===== src/hw/usb_setup_pkg.sv =====
// Purpose: shared constants for the setup capture and control buffer block
// Assumes: APB with 32-bit data, 16-bit registers in the low half of a word
// Notes: printed offsets are not all multiples of four, so they are indices
package usb_setup_pkg;
  // Register indices as printed; byte address is four times the index
  localparam logic [7:0] IDX_REQ_TYPE = 8'h20;
  localparam logic [7:0] IDX_VALUE = 8'h22;
  localparam logic [7:0] IDX_INDEX = 8'h24;
  localparam logic [7:0] IDX_LENGTH = 8'h26;
  localparam logic [7:0] IDX_CTL_CFG = 8'h28;
  localparam logic [7:0] IDX_CTL_STATUS = 8'h30;
  localparam logic [7:0] IDX_SOFT_RESET = 8'h32;
  // Reset values
  localparam logic [15:0] CAPTURE_RESET = 16'h0000;
  localparam logic [15:0] CFG_RESET = 16'h0000;
  // Configuration fields
  localparam int CFG_RD_CONT_BIT = 15;
  localparam int CFG_RD_BLK_HI = 13;
  localparam int CFG_RD_BLK_LO = 8;
  localparam int CFG_WR_CONT_BIT = 7;
  localparam int CFG_WR_BLK_HI = 5;
  localparam int CFG_WR_BLK_LO = 0;
  localparam logic [15:0] CFG_WRITABLE = 16'hBFBF;
  // Buffer geometry
  localparam logic [5:0] BLK_LAST = 6'h2F;
  localparam int BLK_BYTES = 64;
  localparam int CONT_BYTES = 256;
  localparam logic [8:0] CONT_BYTES_W = 9'h100;
  localparam logic [5:0] CONT_BLOCKS = 6'h04;
  localparam logic [5:0] ONE_BLOCK = 6'h01;
  localparam logic [2:0] SETUP_BYTES = 3'h7;
  // Unmapped-address answer
  localparam logic [31:0] READ_ZERO = 32'h0000_0000;
endpackage


===== src/hw/setup_byte_collector.sv =====
// Purpose: gather the eight setup bytes and publish them at once
// Assumes: bytes arrive from the link logic on pclk, low byte first
// Notes: a packet that ends early or fails its check is dropped whole
`timescale 1ns/1ps
`default_nettype none
module setup_byte_collector (
  input wire logic pclk,
  input wire logic presetn,
  input wire logic byte_valid,
  input wire logic [7:0] byte_data,
  input wire logic pkt_start,
  input wire logic pkt_good,
  output logic [63:0] packet,
  output logic packet_done
);
  logic [2:0] count_reg;
  logic [63:0] shift_reg;
  logic full_reg;

  // Byte gathering, first byte lands lowest
  always_ff @(posedge pclk or negedge presetn) begin
    if (!presetn) begin
      count_reg <= 3'h0;
      shift_reg <= 64'h0000_0000_0000_0000;
      full_reg <= 1'b0;
    end else if (pkt_start) begin
      count_reg <= 3'h0;
      full_reg <= 1'b0;
    end else if (byte_valid && !full_reg) begin
      shift_reg <= {byte_data, shift_reg[63:8]};
      count_reg <= count_reg + 3'h1;
      if (count_reg == usb_setup_pkg::SETUP_BYTES) begin
        full_reg <= 1'b1;
      end
    end
  end

  // Publish only a complete, checked packet
  always_ff @(posedge pclk or negedge presetn) begin
    if (!presetn) begin
      packet <= 64'h0000_0000_0000_0000;
      packet_done <= 1'b0;
    end else begin
      packet_done <= pkt_good && full_reg;
      if (pkt_good && full_reg) begin
        packet <= shift_reg;
      end
    end
  end
endmodule // setup_byte_collector
`default_nettype wire


===== src/hw/usb_setup_capture_ctrl_buf.sv =====
// Purpose: setup request capture and control transfer buffer settings
// Assumes: APB slave on pclk; setup bytes arrive from same-domain link logic
// Notes: capture registers are read-only; configuration survives software reset
// Function
// request code byte goes to the high byte of the request-type register
// request-type byte goes to the low byte of the request-type register
// wValue fills all bits of the value register
// wIndex fills the index register
// wLength fills the length register
// software writes to capture registers do nothing
// capture registers clear on hardware and software reset, keep on bus reset
// bit 15 picks single or continuous control-read transmit
// bits 13..8 give the control-read start block
// bit 7 picks unit or continuous control-write receive
// bits 5..0 give the control-write start block
// software writes zero to reserved bits 14 and 6
// configuration clears on hardware reset only
// a block is 64 bytes, valid numbers 0x00 to 0x2F
// continuous transmit spans the set length up to 256 bytes
// continuous receive spans 256 bytes, ends at 256 or a short packet
// unit receive ends after one full or short packet
// all four capture registers update together, low byte first
//
// The APB register port was chosen for this implementation.
`timescale 1ns/1ps
`default_nettype none
module usb_setup_capture_ctrl_buf (
  input wire logic pclk,
  input wire logic presetn,
  input wire logic psel,
  input wire logic penable,
  input wire logic pwrite,
  input wire logic [11:0] paddr,
  input wire logic [31:0] pwdata,
  output logic [31:0] prdata,
  output logic pready,
  output logic pslverr,
  input wire logic usb_bus_reset,
  input wire logic setup_byte_valid,
  input wire logic [7:0] setup_byte_data,
  input wire logic setup_pkt_start,
  input wire logic setup_pkt_good,
  input wire logic [8:0] rd_cont_length,
  input wire logic wr_pkt_done,
  input wire logic wr_pkt_short,
  input wire logic [6:0] wr_pkt_bytes,
  output logic rd_continuous,
  output logic [5:0] rd_first_block,
  output logic [5:0] rd_last_block,
  output logic wr_continuous,
  output logic [5:0] wr_first_block,
  output logic [5:0] wr_last_block,
  output logic wr_stage_done,
  output logic setup_captured,
  output logic block_range_error
);
  // ----------------------------------------
  // Declarations
  // ----------------------------------------
  logic [15:0] req_type_reg;
  logic [15:0] value_reg;
  logic [15:0] index_reg;
  logic [15:0] length_reg;
  logic [15:0] cfg_reg;
  logic [8:0] wr_count_reg;
  logic soft_reset_reg;
  logic [63:0] packet;
  logic packet_done;
  logic wr_en;
  logic [9:0] index;
  logic [5:0] rd_span;
  logic [8:0] wr_total;

  // Blocks needed for a byte count, rounded up to whole 64-byte blocks
  function automatic logic [5:0] blocks_for(input logic [8:0] bytes);
    logic [8:0] rounded;
    rounded = bytes + 9'(usb_setup_pkg::BLK_BYTES - 1);
    blocks_for = {3'h0, rounded[8:6]};
  endfunction

  // Register select for the word index on the bus
  function automatic logic reg_hit(input logic [9:0] word, input logic [7:0] reg_idx);
    reg_hit = (word == {2'b00, reg_idx});
  endfunction

  // Last block of a span, held at zero span minimum of one block
  function automatic logic [5:0] last_block(input logic [5:0] first, input logic [5:0] span);
    last_block = (span == 6'h00) ? first : first + span - usb_setup_pkg::ONE_BLOCK;
  endfunction

  // ----------------------------------------
  // Setup packet capture
  // ----------------------------------------
  setup_byte_collector collector (
    .pclk(pclk),
    .presetn(presetn),
    .byte_valid(setup_byte_valid),
    .byte_data(setup_byte_data),
    .pkt_start(setup_pkt_start),
    .pkt_good(setup_pkt_good),
    .packet(packet),
    .packet_done(packet_done)
  );

  // APB: zero wait states, word addressed
  assign pready = 1'b1;
  assign pslverr = 1'b0;
  assign index = paddr[11:2];
  assign wr_en = psel && penable && pwrite;

  // Capture registers; bus reset does not touch them, writes ignored
  always_ff @(posedge pclk or negedge presetn) begin
    if (!presetn) begin
      req_type_reg <= usb_setup_pkg::CAPTURE_RESET;
      value_reg <= usb_setup_pkg::CAPTURE_RESET;
      index_reg <= usb_setup_pkg::CAPTURE_RESET;
      length_reg <= usb_setup_pkg::CAPTURE_RESET;
    end else if (packet_done) begin
      req_type_reg <= {packet[15:8], packet[7:0]};
      value_reg <= packet[31:16];
      index_reg <= packet[47:32];
      length_reg <= packet[63:48];
    end else if (soft_reset_reg) begin
      req_type_reg <= usb_setup_pkg::CAPTURE_RESET;
      value_reg <= usb_setup_pkg::CAPTURE_RESET;
      index_reg <= usb_setup_pkg::CAPTURE_RESET;
      length_reg <= usb_setup_pkg::CAPTURE_RESET;
    end
  end

  // Software reset pulse, self clearing
  always_ff @(posedge pclk or negedge presetn) begin
    if (!presetn) begin
      soft_reset_reg <= 1'b0;
    end else begin
      soft_reset_reg <= wr_en && reg_hit(index, usb_setup_pkg::IDX_SOFT_RESET) && pwdata[0];
    end
  end

  // Configuration register, hardware reset only, reserved bits forced zero
  always_ff @(posedge pclk or negedge presetn) begin
    if (!presetn) begin
      cfg_reg <= usb_setup_pkg::CFG_RESET;
    end else if (wr_en && reg_hit(index, usb_setup_pkg::IDX_CTL_CFG)) begin
      cfg_reg <= pwdata[15:0] & usb_setup_pkg::CFG_WRITABLE;
    end
  end

  // Read data from flops
  always_ff @(posedge pclk or negedge presetn) begin
    if (!presetn) begin
      prdata <= usb_setup_pkg::READ_ZERO;
    end else if (psel && !penable && !pwrite) begin
      unique case (index)
        {2'b00, usb_setup_pkg::IDX_REQ_TYPE}: prdata <= {16'h0000, req_type_reg};
        {2'b00, usb_setup_pkg::IDX_VALUE}: prdata <= {16'h0000, value_reg};
        {2'b00, usb_setup_pkg::IDX_INDEX}: prdata <= {16'h0000, index_reg};
        {2'b00, usb_setup_pkg::IDX_LENGTH}: prdata <= {16'h0000, length_reg};
        {2'b00, usb_setup_pkg::IDX_CTL_CFG}: prdata <= {16'h0000, cfg_reg};
        {2'b00, usb_setup_pkg::IDX_CTL_STATUS}: prdata <= {16'h0000, 5'h00, block_range_error,
          wr_stage_done, wr_count_reg};
        default: prdata <= usb_setup_pkg::READ_ZERO;
      endcase
    end
  end

  // ----------------------------------------
  // Buffer span decode
  // ----------------------------------------
  assign rd_continuous = cfg_reg[usb_setup_pkg::CFG_RD_CONT_BIT];
  assign rd_first_block = cfg_reg[usb_setup_pkg::CFG_RD_BLK_HI:usb_setup_pkg::CFG_RD_BLK_LO];
  assign wr_continuous = cfg_reg[usb_setup_pkg::CFG_WR_CONT_BIT];
  assign wr_first_block = cfg_reg[usb_setup_pkg::CFG_WR_BLK_HI:usb_setup_pkg::CFG_WR_BLK_LO];

  // Read span: set length capped at 256 bytes, or one block
  always_comb begin
    if (rd_continuous) begin
      rd_span = blocks_for((rd_cont_length > usb_setup_pkg::CONT_BYTES_W) ?
        usb_setup_pkg::CONT_BYTES_W : rd_cont_length);
    end else begin
      rd_span = usb_setup_pkg::ONE_BLOCK;
    end
  end
  assign rd_last_block = last_block(rd_first_block, rd_span);
  assign wr_last_block = last_block(wr_first_block,
    wr_continuous ? usb_setup_pkg::CONT_BLOCKS : usb_setup_pkg::ONE_BLOCK);

  // Span must stay inside blocks 0x00..0x2F
  assign block_range_error = (rd_last_block > usb_setup_pkg::BLK_LAST) ||
    (rd_last_block < rd_first_block) || (wr_last_block > usb_setup_pkg::BLK_LAST) ||
    (wr_last_block < wr_first_block);

  // ----------------------------------------
  // Control-write data stage completion
  // ----------------------------------------
  assign wr_total = wr_count_reg + {2'b00, wr_pkt_bytes};

  always_ff @(posedge pclk or negedge presetn) begin
    if (!presetn) begin
      wr_count_reg <= 9'h000;
      wr_stage_done <= 1'b0;
    end else if (packet_done || usb_bus_reset) begin
      wr_count_reg <= 9'h000;
      wr_stage_done <= 1'b0;
    end else begin
      wr_stage_done <= 1'b0;
      if (wr_pkt_done) begin
        if (!wr_continuous || wr_pkt_short) begin
          wr_stage_done <= 1'b1;
          wr_count_reg <= 9'h000;
        end else if (wr_total >= usb_setup_pkg::CONT_BYTES_W) begin
          wr_stage_done <= 1'b1;
          wr_count_reg <= 9'h000;
        end else begin
          wr_count_reg <= wr_total;
        end
      end
    end
  end

  // Capture pulse for the link logic
  always_ff @(posedge pclk or negedge presetn) begin
    if (!presetn) begin
      setup_captured <= 1'b0;
    end else begin
      setup_captured <= packet_done;
    end
  end
endmodule // usb_setup_capture_ctrl_buf
`default_nettype wire


===== config.mk =====
export PLATFORM = sky130hd
export DESIGN_NAME = usb_setup_capture_ctrl_buf
export DESIGN_NICKNAME = d
export VERILOG_FILES = /design/src/hw/usb_setup_pkg.sv /design/src/hw/setup_byte_collector.sv /design/src/hw/usb_setup_capture_ctrl_buf.sv
export SDC_FILE = /design/constraint.sdc
export NUM_CORES = 1
export LEC_CHECK = 0
export BUFFER_PORTS_ARGS = -buffer_cell sky130_fd_sc_hd__buf_2
export CORE_ASPECT_RATIO = 1.4
export CORE_MARGIN = 2
export CORE_UTILIZATION = 50
export DETAILED_ROUTE_END_ITERATION = 12
export GPL_ROUTABILITY_DRIVEN = 0
export PLACE_DENSITY = 0.7
export SYNTH_ARGS = -nofsm -noshare
export SYNTH_HDL_FRONTEND = slang
export SYNTH_SLANG_ARGS = --single-unit

===== constraint.sdc =====
create_clock -name pclk -period 6.4 [get_ports pclk]
set_input_delay 0.96 -clock pclk [delete_from_list [all_inputs] [get_ports pclk]]
set_output_delay 0.96 -clock pclk [all_outputs]
set_load 0.02 [all_outputs]

### Yosys cells after proc, flatten, opt, wreduce, memory -nomap -nowiden

Index checks and enable logic that the tools add are counted.

* bitwise operators: 1
* mux-type cells: 24
* equal/unequal tests: 8
* reduce and logical (&&, ||, !) cells: 26
* add/sub/neg operators: 7
* $lt $le $gt $ge: 6

Operator list (count)
* case mux 16 bit (6 select lines): 1
* two-way mux 16 bit: 5
* equality test 10 x 6 -> 1 bit (second input constant): 7
* two-way mux 9 bit: 5
* > comparator 6 bit (second input constant): 2
* logical NOT 6 bit: 2
* less-than comparator 6 bit: 2
* two-way mux 3 bit: 4
* two-way mux 6 bit: 2
* subtractor 6 x 1 -> 6 bit (second input constant): 2
* adder 9 x 6 -> 9 bit (second input constant): 1
* adder 9 x 7 -> 9 bit: 1
* >= comparator 9 bit (second input constant): 1
* > comparator 9 bit (second input constant): 1
* logical AND 1 bit: 9
* nonzero test 2 bit: 4
* two-way mux 1 bit: 7
* adder 6 x 3 -> 6 bit: 1
* adder 6 bit: 1
* logical OR 1 bit: 5
* logical NOT 1 bit: 4
* AND reduction 2 bit: 2
* adder 3 x 1 -> 3 bit (second input constant): 1
* equality test 3 bit (second input constant): 1
* NOT 1 bit: 1

* output and inout bits: 63
* input port bits: 79
* flip-flop bits (word level): 255

### Longest topological paths before layout

Gate-level depths: netlist of run 1.

* depth in word-level cells: 12
* mapped depth: 20

### Hierarchy

A second synthesis of run 1 with hierarchy kept.

* cell total of the unflattened synthesis: 948
* area total of the unflattened synthesis: 11218.3 um^2

Modules (own cells, without submodules)
* usb_setup_capture_ctrl_buf: instances 1, area an instance 6159.7 um^2, sequential area each 2652.5 um^2, cells an instance 657
* setup_byte_collector: instances 1, area an instance 5058.6 um^2, sequential area each 3328.2 um^2, cells an instance 291

### Least setup slack after synthesis of run 1

Ideal clock, no wire load.

* kind: input port to output port
* start point: input rd_cont_length[0]
* end point: output block_range_error
* data required time: 5440 ps
* data arrival time: 4909 ps
* slack: 531 ps
* stages: 19
* buffers on the path: 0
* cells stage by stage: nor4_1 nand2_1 nand2_1 xor2_1 or3b_2 ha_1 inv_1 ha_1 fa_1 a21o_1 a21oi_1 xnor2_1 nor2_1 xnor2_1 ha_1 nand4_1 nor2_1 a221oi_1 nand4bb_1

* longest elaborated chain between the ends: 11
* elaborated cells on any way between the ends: 13

RTL lines
* start: declaration: RTL line usb_setup_capture_ctrl_buf.sv:43 `input wire logic [8:0] rd_cont_length,`
* > comparator 9 bit: RTL line usb_setup_capture_ctrl_buf.sv:178 `rd_span = blocks_for((rd_cont_length > usb_setup_pkg::CONT_BYTES_W) ?`
* two-way mux 9 bit (*): RTL line usb_setup_capture_ctrl_buf.sv:178
* adder 9 x 6 -> 9 bit (*): RTL line usb_setup_capture_ctrl_buf.sv:77 `rounded = bytes + 9'(usb_setup_pkg::BLK_BYTES - 1);`
* two-way mux 3 bit (*): RTL line usb_setup_capture_ctrl_buf.sv:177 `if (rd_continuous) begin`
* adder 6 bit: RTL line usb_setup_capture_ctrl_buf.sv:88 `last_block = (span == 6'h00) ? first : first + span - usb_setup_pkg::ONE_BLOCK;`
* subtractor 6 x 1 -> 6 bit: RTL line usb_setup_capture_ctrl_buf.sv:88
* two-way mux 6 bit (*): RTL line usb_setup_capture_ctrl_buf.sv:88
* named net rd_last_block[5]: RTL line usb_setup_capture_ctrl_buf.sv:49 `output logic [5:0] rd_last_block,`
* > comparator 6 bit / less-than comparator 6 bit (equally long branches): RTL line usb_setup_capture_ctrl_buf.sv:189, usb_setup_capture_ctrl_buf.sv:190
* logical OR 1 bit (*): RTL line usb_setup_capture_ctrl_buf.sv:189 `assign block_range_error = (rd_last_block > usb_setup_pkg::BLK_LAST) ||`
* logical OR 1 bit (*) (2 in series): RTL line usb_setup_capture_ctrl_buf.sv:190 `(rd_last_block < rd_first_block) || (wr_last_block > usb_setup_pkg::BLK_LAST) ||`
* end: declaration: RTL line usb_setup_capture_ctrl_buf.sv:55 `output logic block_range_error`

The timed path passes the listed nets; every way through them passes the cells marked *.

### Worst setup path in the final report of run 1

* start point: input rd_cont_length[0]
* end point: output block_range_error

* longest elaborated chain between the ends: 11
* elaborated cells on any way between the ends: 13

RTL lines (RTL line)
* > comparator 9 bit: usb_setup_capture_ctrl_buf.sv:178
* two-way mux 9 bit (*): usb_setup_capture_ctrl_buf.sv:178
* adder 9 x 6 -> 9 bit (*): usb_setup_capture_ctrl_buf.sv:77
* two-way mux 3 bit (*): usb_setup_capture_ctrl_buf.sv:177
* adder 6 bit: usb_setup_capture_ctrl_buf.sv:88
* subtractor 6 x 1 -> 6 bit: usb_setup_capture_ctrl_buf.sv:88
* two-way mux 6 bit (*): usb_setup_capture_ctrl_buf.sv:88
* > comparator 6 bit / less-than comparator 6 bit (equally long branches): usb_setup_capture_ctrl_buf.sv:189, usb_setup_capture_ctrl_buf.sv:190
* logical OR 1 bit (*): usb_setup_capture_ctrl_buf.sv:189
* logical OR 1 bit (*) (2 in series): usb_setup_capture_ctrl_buf.sv:190

Mark *: on every way between the ends. The rest lies on a longest branch, timed or not.

==> results list, run 1 <==
* Count of final max-slew check failures: 0
- DRC: 0
* Number of instances in the synthesized netlist: 968
- On the worst path, the slowest cell contributes a delay of 440 ps.
- Peak fanout along the critical path: 3
- Final setup violation count: 0
- Setup repair after global routing left no endpoint under its margin.
- Syn Std Cell Area: 11300 µm²
* Count of clock tree sinks: 239
* Starting Density: 0.503
* Post-synthesis register bit count: 239
- VDD IR max: 0.198 mV
- For the finished layout, the period the worst path requires is 6100 ps.
- Once routing completed, OpenROAD measured the worst setup slack at 298 ps.
- Standby leakage power: 6.12 nW
- The initialized floorplan defines 65 standard-cell rows.
* R2R setup slack: 2560 ps
* Final-stage net count: 1166
- Count of unique library cells instantiated by Yosys: 57
- First-pass GRT wire length: 38400 µm
- The average instance in the mapped netlist occupies 11.6 µm².
- Category of the worst setup path capture point: primary output
- Clock latency reported for the late side of the worst-skew pair: 520 ps
- The number of hold buffers added after CTS was 0.
- Clock-pin slew was measured on the worst setup and hold paths at 60 ps.
- The critical path is of the in -> out type.
- Slowest cell on crit path: sky130_fd_sc_hd__or3b_2
* Antenna violations before repair: 0
* Layout area overhead: 13.8%
- Of the post-synthesis cell area, the dominant cell type holds 0.531.
- The floorplan step defined a die boundary enclosing 23700 µm².
- Count of input and output buffers: 103
- Proportion of synthesized flip-flops having asynchronous set or reset: 1.00
- Leading cell type by number of instances after synthesis: sky130_fd_sc_hd__dfrtp_1
- Final worst clock skew: 19.0 ps
- The cell sitting at the root of the clock tree is a sky130_fd_sc_hd__clkbuf_16.
* Status: complete, no violations
- sky130_fd_sc_hd__dfrtp_1 takes more of the synthesized area than any other cell.
* Num CTS Buffers: 24
- Setup slack at placement: 325 ps
- Of the synthesized area, sequential elements account for 0.531.
* Worst path most repeated cell: sky130_fd_sc_hd__ha_1
- Max-cap violations in this run came to 0.
- The wire-length estimate of the detail-placed layout is 15900 µm.
- CP required: 5440 ps
- Post-cts resize count: 0
- CP Cell Sequence: buf_2 -> nor4_1 -> nand2_1 -> nand2_1 -> xor2_1 -> or3b_2 -> ha_1 -> inv_1 -> ha_1 -> fa_1 -> a21o_1 -> a21oi_1 -> xnor2_1 -> nor2_1 -> xnor2_1 -> ha_1 -> nand4_1 -> nor2_1 -> a221oi_1 -> nand4bb_1 -> buf_2
- The longest clock path from root to sink contains 3 buffers.
- TritonCTS built the clock tree.
- Pin slew with the least headroom to its limit: 1170 ps
- Setup Fix Bufs, Post-CTS: 0
* Detailed-route wire length: 23700 µm
* Core Box Area: 22400 µm²
* Fraction of layout instances using a drive strength above 1: 0.307
- Static timing analysis puts the maximum clock frequency at 164 MHz.
* Final clock period utilization by the worst path: 0.953
- The pre-antenna-repair detailed-routing pass consisted of 5 iterations.
- Top delay family on crit path: simple AND/OR/NAND/NOR gates
- Number of synthesized flops with an enable pin: 0
* Total of warnings raised by yosys: 0
- Height of the die: 182 µm
- Entering global routing, the biggest net connects 97 pins.
- For this block, the initial DRC count from the detailed router was 471.
- Number of antenna-violating nets in the routed design: 0
- Worst Path Arrival: 5140 ps
- Chip Width: 131 µm
- The repair_antennas step left the layout with diodes totalling 0.
* Crit path buf inv count: 3
- Ratio of routed vias to standard cells: 5.39
- Total congestion overflow: 0
- Fraction of the core area covered by cells at the end of the flow: 0.573
* Overall routing resource usage: 0.202
- For this run, the leading register cell type out of synthesis is sky130_fd_sc_hd__dfrtp_1.
- 142 I/O pins were placed.
- Summed over all failing endpoints, the final setup total negative slack is 0 ps.
* Placed cell areas: 11900 µm²
- Wirelength per Cell: 17.3 µm
- Relative slew margins: 0.216
- By count the netlist is led by 239 x sky130_fd_sc_hd__dfrtp_1, 153 x sky130_fd_sc_hd__mux2_2, 102 x sky130_fd_sc_hd__nand2_1.
- CTS H-Tree Depth: 1
- Number of vias in the routed layout: 7390
- The min-delay analysis places its worst path in the category in -> async.
* Via count of the first global-routing pass: 7486
* FILL cells: 1823
- With fillers left out, the area of the finished cells amounts to 12800 µm².
* Total power divided by cell area: 280 nW/µm²
* Number of endpoints with negative hold slack in the final report: 0
* Synth top area cells: sky130_fd_sc_hd__dfrtp_1 53%, sky130_fd_sc_hd__mux2_2 15%, sky130_fd_sc_hd__o21ai_0 4.1%
- Kind of start point of the critical path: input port
layout by cell type, fill, tap and decap left out, types with 7 or more instances in the layout:
master / instances
sky130_fd_sc_hd__conb_1: 18
sky130_fd_sc_hd__ha_1: 32
sky130_fd_sc_hd__dfrtp_1: 238
sky130_fd_sc_hd__a221oi_1: 14
sky130_fd_sc_hd__buf_2: 102
sky130_fd_sc_hd__nor2_1: 31
sky130_fd_sc_hd__nand2_1: 101
sky130_fd_sc_hd__inv_1: 29
sky130_fd_sc_hd__mux2_2: 153
sky130_fd_sc_hd__xor2_1: 7
sky130_fd_sc_hd__clkinv_2: 7
sky130_fd_sc_hd__nand2b_1: 69
sky130_fd_sc_hd__xnor2_1: 9
sky130_fd_sc_hd__a21o_1: 8
sky130_fd_sc_hd__a22oi_1: 12
sky130_fd_sc_hd__a21oi_1: 16
sky130_fd_sc_hd__mux2_4: 10
sky130_fd_sc_hd__clkbuf_16: 25
sky130_fd_sc_hd__o21ai_0: 93
final cells by class:
class | instances | area (µm²) | share of cell area
inverters | 29 | 109 | 0.00850
repair buffers | 109 | 571 | 0.0446
multi-input cells | 649 | 4900 | 0.383
clock inverters | 15 | 185 | 0.0145
flip-flops and latches | 239 | 5980 | 0.467
clock buffers | 29 | 681 | 0.0532
well taps | 301 | 377 | 0.0294
worst register-to-register path, delay by kind of cell (launching register included):
family / cells / cell delay, ps
compound gates: 4 / 880
xor+xnor: 2 / 360
fa+ha+maj: 4 / 1200
buf+inv: 1 / 40
flops: 1 / 450
simple gates: 5 / 880
kinds of logic after synthesis:
logic type / after synthesis / synth area share
multiplexers: 170 / 0.174
other: 2 / 0.000667
buffers and inverters: 96 / 0.0397
adder cells (fa/ha/maj): 35 / 0.0409
AND/OR/NAND/NOR: 248 / 0.114
flip-flops: 239 / 0.531
XOR/XNOR: 17 / 0.0145
AO/OA/AOI/OAI: 161 / 0.0850
final timing paths:
path | start | to | depth (start not counted)
worst max-delay path | rd_cont_length[0] | block_range_error | 21
worst min-delay path | presetn | collector.shift_reg[58] | 1
worst max register to register | cfg_reg[15] | prdata[10] | 16
worst min register to register | collector.packet[60] | length_reg[12] | 2
max in group asynchronous | presetn | cfg_reg[11] | 2
min in group pclk | collector.packet[60] | length_reg[12] | 2
stage by stage:
| stage | hold slack, ps | std cells | power [mW] |
|---|---|---|---|
| 6_report | 439 | 1371 | 3.59 |
| 5_1_grt | 485 | 1371 | 3.75 |
| 4_1_cts | 480 | 1371 | 3.63 |
| 3_5_place_dp | 464 | 1327 | 2.11 |
| 3_3_place_gp | 457 | 1327 | 2.10 |
| 2_1_floorplan | 409 | 984 | 1.99 |
report_power, final:
| group | switching, mW | total (mW) | internal, mW |
|---|---|---|---|
| registers | 0.115 | 1.79 | 1.67 |
| logic | 0.130 | 0.291 | 0.162 |
| clock network | 0.590 | 1.51 | 0.920 |
| total | 0.835 | 3.59 | 2.75 |
routing by layer:
layer / wire (µm) / GRT usage
met2: 12000 / 0.358
met4: 841 / 0.0736
met3: 831 / 0.0209
met1: 10000 / 0.254
met5: 0 / 0
Note: power is estimated with default switching activity, not from simulation.
==> run 2: changes to the inputs <==
--- a/config.mk
+++ b/config.mk
@@ -6,12 +6,13 @@
 export NUM_CORES = 1
 export LEC_CHECK = 0
 export BUFFER_PORTS_ARGS = -buffer_cell sky130_fd_sc_hd__buf_2
-export CORE_ASPECT_RATIO = 1.4
+export CELL_PAD_IN_SITES_DETAIL_PLACEMENT = 2
+export CELL_PAD_IN_SITES_GLOBAL_PLACEMENT = 2
 export CORE_MARGIN = 2
-export CORE_UTILIZATION = 50
+export CORE_UTILIZATION = 39
 export DETAILED_ROUTE_END_ITERATION = 12
 export GPL_ROUTABILITY_DRIVEN = 0
-export PLACE_DENSITY = 0.7
+export PLACE_DENSITY_LB_ADDON = 0.1
 export SYNTH_ARGS = -nofsm -noshare
 export SYNTH_HDL_FRONTEND = slang
 export SYNTH_SLANG_ARGS = --single-unit
==> run 2 against run 1 <==
Net effect: maximum frequency decreased by 0.24%; largest power group unchanged; global-route usage decreased by 0.41 points; die area increased by 27%; worst hold slack got worse by 26 ps; final area increased by 1.9%; first-iteration DRC count decreased by 43%; count of clock-buffer cells in the layout increased by 12; flip-flop and latch count unchanged; via count increased by 1.7%; total power increased by 4.8%.
==> results list, run 2 (synthesized netlist as in run 1, its figures left out) <==
* Clock latency reported for the late side of the worst-skew pair: 540 ps (was 520 ps)
- Sequential cell area: 5980 µm² (unchanged)
- Count of input and output buffers: 103 (unchanged)
- Peak fanout along the critical path: 3 (unchanged)
* Final worst clock skew: 23.8 ps (was 19.0 ps)
* Critical path class: in -> out (unchanged)
- The maximum VDD drop came to 0.234 mV (was 0.198 mV).
* Clock Pin Slew Worst Setup and Hold Paths: 60 ps (about the same)
- Starting Density: 0.394 (was 0.503)
- The filler cell count came to 2965 (was 1823).
- First-pass GRT wire length: 48000 µm (was 38400 µm)
- Via count of the first global-routing pass: 8343 (was 7486)
- Detailed placement HPWL: 19300 µm (was 15900 µm)
- The hold-fix buffer count after cts was 0 (unchanged).
- The count of cells resized by post-cts repair came to 0 (unchanged).
- The residual overflow from global routing is 0 (unchanged).
* Shortest period the worst path allows: 6120 ps (was 6100 ps)
- The area of the multi-input gates came to 4910 µm² (was 4900 µm²).
* Clock tree root driver cell: sky130_fd_sc_hd__clkbuf_16 (unchanged)
- Most used cells in the layout excluding fill and tap cells: 238 x sky130_fd_sc_hd__dfrtp_1, 153 x sky130_fd_sc_hd__mux2_2, 102 x sky130_fd_sc_hd__buf_2 (unchanged)
- The total power draw was 3.76 mW (was 3.59 mW).
* Final setup violation count: 0 (unchanged)
* Final clock period utilization by the worst path: 0.956 (was 0.953)
- The data arrival time of the worst path came to 5160 ps (was 5140 ps).
- The worst max-slew margin expressed relative to the limit is 0.248 (was 0.216).
* Class of the tightest hold or removal check: in -> async (unchanged)
- Iter 0 DRT Violations: 267 (was 471)
- Ratio of routed vias to standard cells: 5.14 (was 5.39)
* Core Box Area: 28500 µm² (was 22400 µm²)
* Placed cell areas: 12100 µm² (was 11900 µm²)
* Maximum number of pins on one net before global-route repair: 162 (was 97)
* Status: complete, no violations (unchanged)
- Standby leakage power: 6.18 nW (was 6.12 nW)
- Count of clock tree sinks: 239 (unchanged)
- Total power divided by cell area: 288 nW/µm² (was 280 nW/µm²)
- The met2 wirelength from detailed routing was 14000 µm (was 12000 µm).
* Fraction of layout instances using a drive strength above 1: 0.305 (was 0.307)
- The launching element type of the critical path is an input port (unchanged).
* Most common library cell in the layout ignoring fill and taps: sky130_fd_sc_hd__dfrtp_1 (unchanged)
- CTS H-Tree Depth: 1 (unchanged)
- Post-route setup TNS: 0 ps (unchanged)
* Pre-antenna DRT Iters: 4 (was 5)
- The top layer reached by signal wires is met4 (unchanged).
- Reported max-cap violation count: 0 (unchanged)
- Sum of routed wire segments on met1: 13600 µm (was 10000 µm)
- The die extent in x is 174 µm (was 131 µm).
* Wirelength per Cell: 19.9 µm (was 17.3 µm)
* DRC: 0 (unchanged)
- TritonCTS clock tree: built (unchanged)
- Unrepaired setup endpoints after global routing: false (unchanged).
* Number of antenna-violating nets in the routed design: 0 (unchanged)
- The upper clock frequency limit came to 163 MHz (was 164 MHz).
- The count of pins on the block boundary was 142 (unchanged).
* Number of endpoints with negative hold slack in the final report: 0 (unchanged)
- The number of antenna violations at the first check in global routing came to 0 (unchanged).
* Floorplan die area: 30200 µm² (was 23700 µm²)
- Num CTS Buffers: 28 (was 24)
- The final-report max-slew violation count was 0 (unchanged).
* Layout area overhead: 16.0% (was 13.8%)
- Fraction of the core area covered by cells at the end of the flow: 0.457 (was 0.573)
- Overall routing resource usage: 0.198 (was 0.202)
- The endpoint required time on the critical path was 5440 ps (about the same).
* Number of vias in the routed layout: 7512 (was 7390)
- The area of all placed cells without fillers is 13100 µm² (was 12800 µm²).
- Floorplan row count: 62 (was 65)
* Final-stage net count: 1171 (was 1166)
- The number of diodes is 0 (unchanged).
- Pin slew with the least headroom to its limit: 1120 ps (was 1170 ps)
* Detailed route wirelength on metal3: 1050 µm (was 831 µm)
* Hold WS: 413 ps (was 439 ps)
- The post-detailed-routing wire length came to 29100 µm (was 23700 µm).
- The buffers inserted during post-CTS setup optimization was 0 (unchanged).
* Maximum buffer depth of the clock tree: 3 (unchanged)
- The floorplan die height came to 174 µm (was 182 µm).
- Category of the worst setup path capture point: primary output (unchanged)
## run 2: changes by cell type in the layout (fill, tap and decap cells not counted), moves of 2 or more
cell,previous run,this run
sky130_fd_sc_hd__clkbuf_1,0,8
sky130_fd_sc_hd__clkbuf_16,25,29
sky130_fd_sc_hd__clkinv_2,7,2
sky130_fd_sc_hd__clkinvlp_4,4,2
## run 2: final timing paths
path / startpoint / to / slack, ps / cells after the start
max in group asynchronous: presetn / collector.packet_done / 4630 / 2
setup / recovery: rd_cont_length[0] / block_range_error / 280 / 21
hold / removal: presetn / collector.packet[54] / 410 / 1
min in group pclk: collector.packet[31] / value_reg[15] / 480 / 2
hold reg to reg: collector.packet[31] / value_reg[15] / 480 / 2
setup reg to reg: cfg_reg[15] / prdata[10] / 2430 / 16
## run 2: per-stage QoR
step                std cells  setup slack, ps
global placement         1411              329
detailed placement       1411              194
global route             1462            0.801
CTS                      1462              106
finish                   1462              283
floorplan                 984              531
## run 2: metal layers
metal  vias to the layer above  track usage
met3                        28       0.0281
met5                         -            0
met4                         0       0.0343
li1                       3500            -
met1                      3857        0.277
met2                       127        0.333
## run 2: area by class of cell
| cell class | count | area share |
|---|---|---|
| Clock buffer | 41 | 0.0621 |
| Tap cell | 384 | 0.0368 |
| Multi-Input combinational cell | 649 | 0.376 |
| Clock inverter | 10 | 0.0125 |
| Timing Repair Buffer | 110 | 0.0452 |
| Inverter | 29 | 0.00834 |
| Sequential cell | 239 | 0.459 |
## run 2: critical path, stage by stage
cell and delay (ps):
sky130_fd_sc_hd__buf_2 110, sky130_fd_sc_hd__nor4_4 300, sky130_fd_sc_hd__nand2_1 150, sky130_fd_sc_hd__nand2_1 110, sky130_fd_sc_hd__xor2_1 60, sky130_fd_sc_hd__or3b_2 440, sky130_fd_sc_hd__ha_1 290, sky130_fd_sc_hd__inv_1 40
sky130_fd_sc_hd__ha_1 220, sky130_fd_sc_hd__fa_1 420, sky130_fd_sc_hd__a21o_1 190, sky130_fd_sc_hd__a21oi_1 260, sky130_fd_sc_hd__xnor2_1 170, sky130_fd_sc_hd__nor2_1 70, sky130_fd_sc_hd__xnor2_1 210, sky130_fd_sc_hd__ha_1 290
sky130_fd_sc_hd__nand4_1 80, sky130_fd_sc_hd__nor2_1 60, sky130_fd_sc_hd__a221oi_1 290, sky130_fd_sc_hd__nand4bb_1 230, sky130_fd_sc_hd__buf_2 200
## run 2: where the power goes
part / switching, mW / internal (mW) / leakage, nW
Clock: 0.624 / 1.04 / 0.469
Combinational: 0.139 / 0.164 / 2.50
Sequential: 0.124 / 1.67 / 3.21
==> run 3: changes to the inputs <==
--- a/config.mk
+++ b/config.mk
@@ -15,4 +15,5 @@
 export PLACE_DENSITY_LB_ADDON = 0.1
 export SYNTH_ARGS = -nofsm -noshare
 export SYNTH_HDL_FRONTEND = slang
+export SYNTH_HIERARCHICAL = 1
 export SYNTH_SLANG_ARGS = --single-unit
==> run 3 against run 2 <==
Net effect: register-to-register slack worse by 150 ps; cell count is 1.3% lower; combinational power increased by 7.9%; wire length is 4.0% lower; area after synthesis shrank 0.33%; non-clock buffer count down 1; total power down 1.4%; maximum frequency is 1.4% higher; via count is 1.5% lower; synthesized cell count down 2.1%; critical path type unchanged; critical endpoint unchanged; largest cell class unchanged; largest power group unchanged.
==> results list, run 3 <==
- The number of cell rows came to 62 (unchanged).
* Number of vias in the routed layout: 7402 (was 7512)
- Number of endpoints with negative hold slack in the final report: 0 (unchanged)
* Pin slew with the least headroom to its limit: 1020 ps (was 1120 ps)
* FILL cells: 2966 (was 2965)
* Ratio of routed vias to standard cells: 5.13 (was 5.14)
- The floorplan die height is 174 µm (about the same).
* Count of final max-slew check failures: 0 (unchanged)
- Unrepaired setup endpoints after global routing: false (unchanged).
* Chip Width: 174 µm (about the same)
* Critical path class: in -> out (unchanged)
- The data arrival time of the worst path was 5070 ps (was 5160 ps).
* Most used cells in the layout excluding fill and tap cells: 238 x sky130_fd_sc_hd__dfrtp_1, 127 x sky130_fd_sc_hd__mux2_2, 110 x sky130_fd_sc_hd__nand2_1 (was 238 x sky130_fd_sc_hd__dfrtp_1, 153 x sky130_fd_sc_hd__mux2_2, 102 x sky130_fd_sc_hd__buf_2)
* Overall routing resource usage: 0.190 (was 0.198)
* Average instance area after synthesis: 11.8 µm² (was 11.6 µm²)
- The count of pins on the block boundary is 142 (unchanged).
* Floorplan die area: 30100 µm² (was 30200 µm²)
- The sink count of the clock tree came to 239 (unchanged).
- The layout cell share with drive strength beyond 1 is 0.291 (was 0.305).
* Setup slack of the critical path after layout: 370 ps (was 283 ps)
- Net Sw Power: 0.900 mW (was 0.887 mW)
- Leading cell type by number of instances after synthesis: sky130_fd_sc_hd__dfrtp_1 (unchanged)
* Antenna violations before repair: 0 (unchanged)
* Core Box Area: 28500 µm² (unchanged)
- The endpoint required time on the critical path came to 5440 ps (about the same).
* Proportion of synthesized flip-flops having asynchronous set or reset: 1.00 (unchanged)
- Count of unique library cells instantiated by Yosys: 62 (was 57)
- Clock Pin Slew Worst Setup and Hold Paths: 60 ps (about the same)
* Maximum clock rate: 166 MHz (was 163 MHz)
* Post-route setup TNS: 0 ps (unchanged)
- The wire length of the first global-routing pass is 46200 µm (was 48000 µm).
- Number of synthesized flops with an enable pin: 0 (unchanged)
* VDD IR max: 0.255 mV (was 0.234 mV)
- Maximum buffer depth of the clock tree: 3 (unchanged)
* DRC: 0 (unchanged)
- The residual overflow from global routing is 0 (unchanged).
* Iter 0 DRT Violations: 291 (was 267)
- The placement-stage worst setup slack is 253 ps (was 194 ps).
* Most numerous cell types in the synthesized netlist: 239 x sky130_fd_sc_hd__dfrtp_1, 127 x sky130_fd_sc_hd__mux2_2, 111 x sky130_fd_sc_hd__nand2_1 (was 239 x sky130_fd_sc_hd__dfrtp_1, 153 x sky130_fd_sc_hd__mux2_2, 102 x sky130_fd_sc_hd__nand2_1)
* Shortest period the worst path allows: 6030 ps (was 6120 ps)
- The cell area after synthesis was 11200 µm² (was 11300 µm²).
- Standby leakage power: 6.10 nW (was 6.18 nW)
- The class of the worst hold path is in -> async (unchanged).
- The portion of synthesized cell area occupied by the leading cell type is 0.533 (was 0.531).
- Fraction of power spent switching nets: 0.242 (was 0.236)
- The largest driver fanout on the critical path was 3 (unchanged).
- Clock power share: 0.424 (was 0.442)
- The cell taking the most area after synthesis is sky130_fd_sc_hd__dfrtp_1 (unchanged).
* Via count of the first global-routing pass: 8094 (was 8343)
* Most common library cell in the layout ignoring fill and taps: sky130_fd_sc_hd__dfrtp_1 (unchanged)
* Num CTS Buffers: 28 (unchanged)
- Relative slew margins: 0.314 (was 0.248)
- The total power density per cell area was 289 nW/µm² (was 288 nW/µm²).
- Share of power burned in registers: 0.487 (was 0.478)
- The clock tree root buffer cell is sky130_fd_sc_hd__clkbuf_16 (unchanged).
- Total of warnings raised by yosys: 6 (was 0)
- The sequential-to-total area share from yosys stat is 0.533 (was 0.531).
* Internal Dissipation: 2.81 mW (was 2.88 mW)
- The number of violations of the max-capacitance limit is 0 (unchanged).
* Pre-antenna DRT Iters: 4 (unchanged)
- Layout area overhead: 14.6% (was 16.0%)
- The total of endpoints with negative setup slack in the final report came to 0 (unchanged).
- The launching element type of the critical path is an input port (unchanged).
- The CTS tree is built (unchanged).
- The remaining antenna violation count came to 0 (unchanged).
* CTS Hold Bufs: 0 (unchanged)
- Category of the worst setup path capture point: primary output (unchanged)
- The number of port buffers came to 103 (unchanged).
- The post-DP HPWL was 18600 µm (was 19300 µm).
- Status: complete, no violations (unchanged)
- The fraction of the cycle the final worst path needs is 0.942 (was 0.956).
- The flip-flop and latch count after synthesis is 239 (unchanged).
* Clock latency reported for the late side of the worst-skew pair: 540 ps (about the same)
- The fraction of power consumed by combinational cells came to 0.088 (was 0.080).
- The routed length per placed instance was 19.4 µm (was 19.9 µm).
- Most instantiated flip-flop cell in the synthesis netlist: sky130_fd_sc_hd__dfrtp_1 (unchanged)
- The number of H-tree branching levels came to 1 (unchanged).
* Detailed-route wire length: 27900 µm (was 29100 µm)
- Number of inserted diodes: 0 (unchanged)
- The setup skew after layout is 17.5 ps (was 23.8 ps).
- Number of instances in the synthesized netlist: 948 (was 968)
- Synth top area cells: sky130_fd_sc_hd__dfrtp_1 53%, sky130_fd_sc_hd__mux2_2 13%, sky130_fd_sc_hd__o21ai_0 4.0% (was sky130_fd_sc_hd__dfrtp_1 53%, sky130_fd_sc_hd__mux2_2 15%, sky130_fd_sc_hd__o21ai_0 4.1%)
- Final-stage net count: 1152 (was 1171)
- Starting Density: 0.393 (was 0.394)
- Maximum number of pins on one net before global-route repair: 179 (was 162)
[run 3: cell types whose count changed after synthesis, moves of 5 or more]
| cell | delta |
|---|---|
| sky130_fd_sc_hd__nor2_1 | -9 |
| sky130_fd_sc_hd__clkbuf_8 | +6 |
| sky130_fd_sc_hd__nand2_1 | +9 |
| sky130_fd_sc_hd__mux2_4 | +5 |
| sky130_fd_sc_hd__mux2_2 | -26 |
| sky130_fd_sc_hd__a221oi_1 | -7 |
| sky130_fd_sc_hd__mux2i_1 | +10 |
| sky130_fd_sc_hd__a22oi_1 | -10 |
| sky130_fd_sc_hd__buf_6 | +5 |
| sky130_fd_sc_hd__a222oi_1 | +6 |
| sky130_fd_sc_hd__clkbuf_1 | -10 |
| sky130_fd_sc_hd__a31oi_1 | +5 |
[run 3: layout make-up]
| class | count | area, µm² | share of cell area |
|---|---|---|---|
| well taps | 384 | 480 | 0.0374 |
| clock inverters | 6 | 72.6 | 0.00565 |
| multi-input cells | 631 | 4770 | 0.371 |
| flip-flops and latches | 239 | 5980 | 0.466 |
| clock buffers | 45 | 855 | 0.0665 |
| repair buffers | 109 | 583 | 0.0454 |
| inverters | 29 | 109 | 0.00847 |
[run 3: per-stage QoR]
stage	hold WS [ps]	total power, mW	util	cells	cell area [µm²]
6_report	348	3.71	0.450	1443	12900
5_1_grt	361	3.90	0.450	1443	12900
4_1_cts	363	3.78	0.450	1443	12800
3_5_place_dp	466	2.18	0.418	1392	11900
3_3_place_gp	460	2.15	0.418	1392	11900
2_1_floorplan	409	2.03	-	964	11300
[run 3: worst max-delay path, stage by stage]
cell and delay, ps:
sky130_fd_sc_hd__buf_2 100, sky130_fd_sc_hd__nor4_2 310, sky130_fd_sc_hd__nand2_1 160, sky130_fd_sc_hd__nand2_1 110, sky130_fd_sc_hd__xnor2_1 120, sky130_fd_sc_hd__nand3b_1 100, sky130_fd_sc_hd__ha_1 280, sky130_fd_sc_hd__inv_1 40
sky130_fd_sc_hd__ha_1 220, sky130_fd_sc_hd__fa_1 410, sky130_fd_sc_hd__a21o_1 170, sky130_fd_sc_hd__a21oi_1 170, sky130_fd_sc_hd__xnor2_1 180, sky130_fd_sc_hd__nand2_1 100, sky130_fd_sc_hd__xnor2_1 170, sky130_fd_sc_hd__ha_1 320
sky130_fd_sc_hd__nand4_1 110, sky130_fd_sc_hd__a211o_1 250, sky130_fd_sc_hd__a221o_1 290, sky130_fd_sc_hd__a311o_1 330, sky130_fd_sc_hd__buf_2 170
[run 3: logic make-up (layout without fill, tap and decap cells)]
logic type / count (synthesis) / count (layout) / synth area share
buf+inv: 94 / 189 / 0.0477
mux: 161 / 161 / 0.168
other cells: 2 / 18 / 0.000669
compound gates: 158 / 158 / 0.0859
fa+ha+maj: 35 / 35 / 0.0410
xor+xnor: 16 / 16 / 0.0125
simple gates: 243 / 243 / 0.111
flops: 239 / 239 / 0.533
[run 3: repair_timing]
| action | CTS | global route |
|---|---|---|
| setup buffers | 0 | 0 |
| endpoints found under the setup margin | 0 | 1 |
| gates resized for setup | 0 | 1 |
[run 3: power groups by stage]
stage                     clock, mW  combinational (mW)  sequential (mW)
after global placement            0               0.321             1.83
after CTS                      1.63               0.335             1.82
after detailed placement          0               0.333             1.84
after global routing           1.70               0.366             1.84
final                          1.57               0.327             1.81
after floorplan                   0               0.233             1.79
[run 3: routing by layer]
metal  track usage  up-vias  share of wire
li1              -     3443              -
met1         0.266     3791           0.46
met2         0.317      144           0.48
met3        0.0281       24          0.046
met4        0.0385        0          0.016
met5             0        -              0
[run 3: final timing paths]
path	slack (ps)	end	startpoint	cells past startpoint
min in group pclk	480	prdata[12]	prdata[12]	2
max reg2reg	2280	prdata[10]	cfg_reg[9]	16
min reg2reg	480	prdata[12]	prdata[12]	2
min	350	req_type_reg[8]	presetn	1
max in group asynchronous	4710	cfg_reg[11]	presetn	2
max	370	block_range_error	rd_cont_length[4]	21
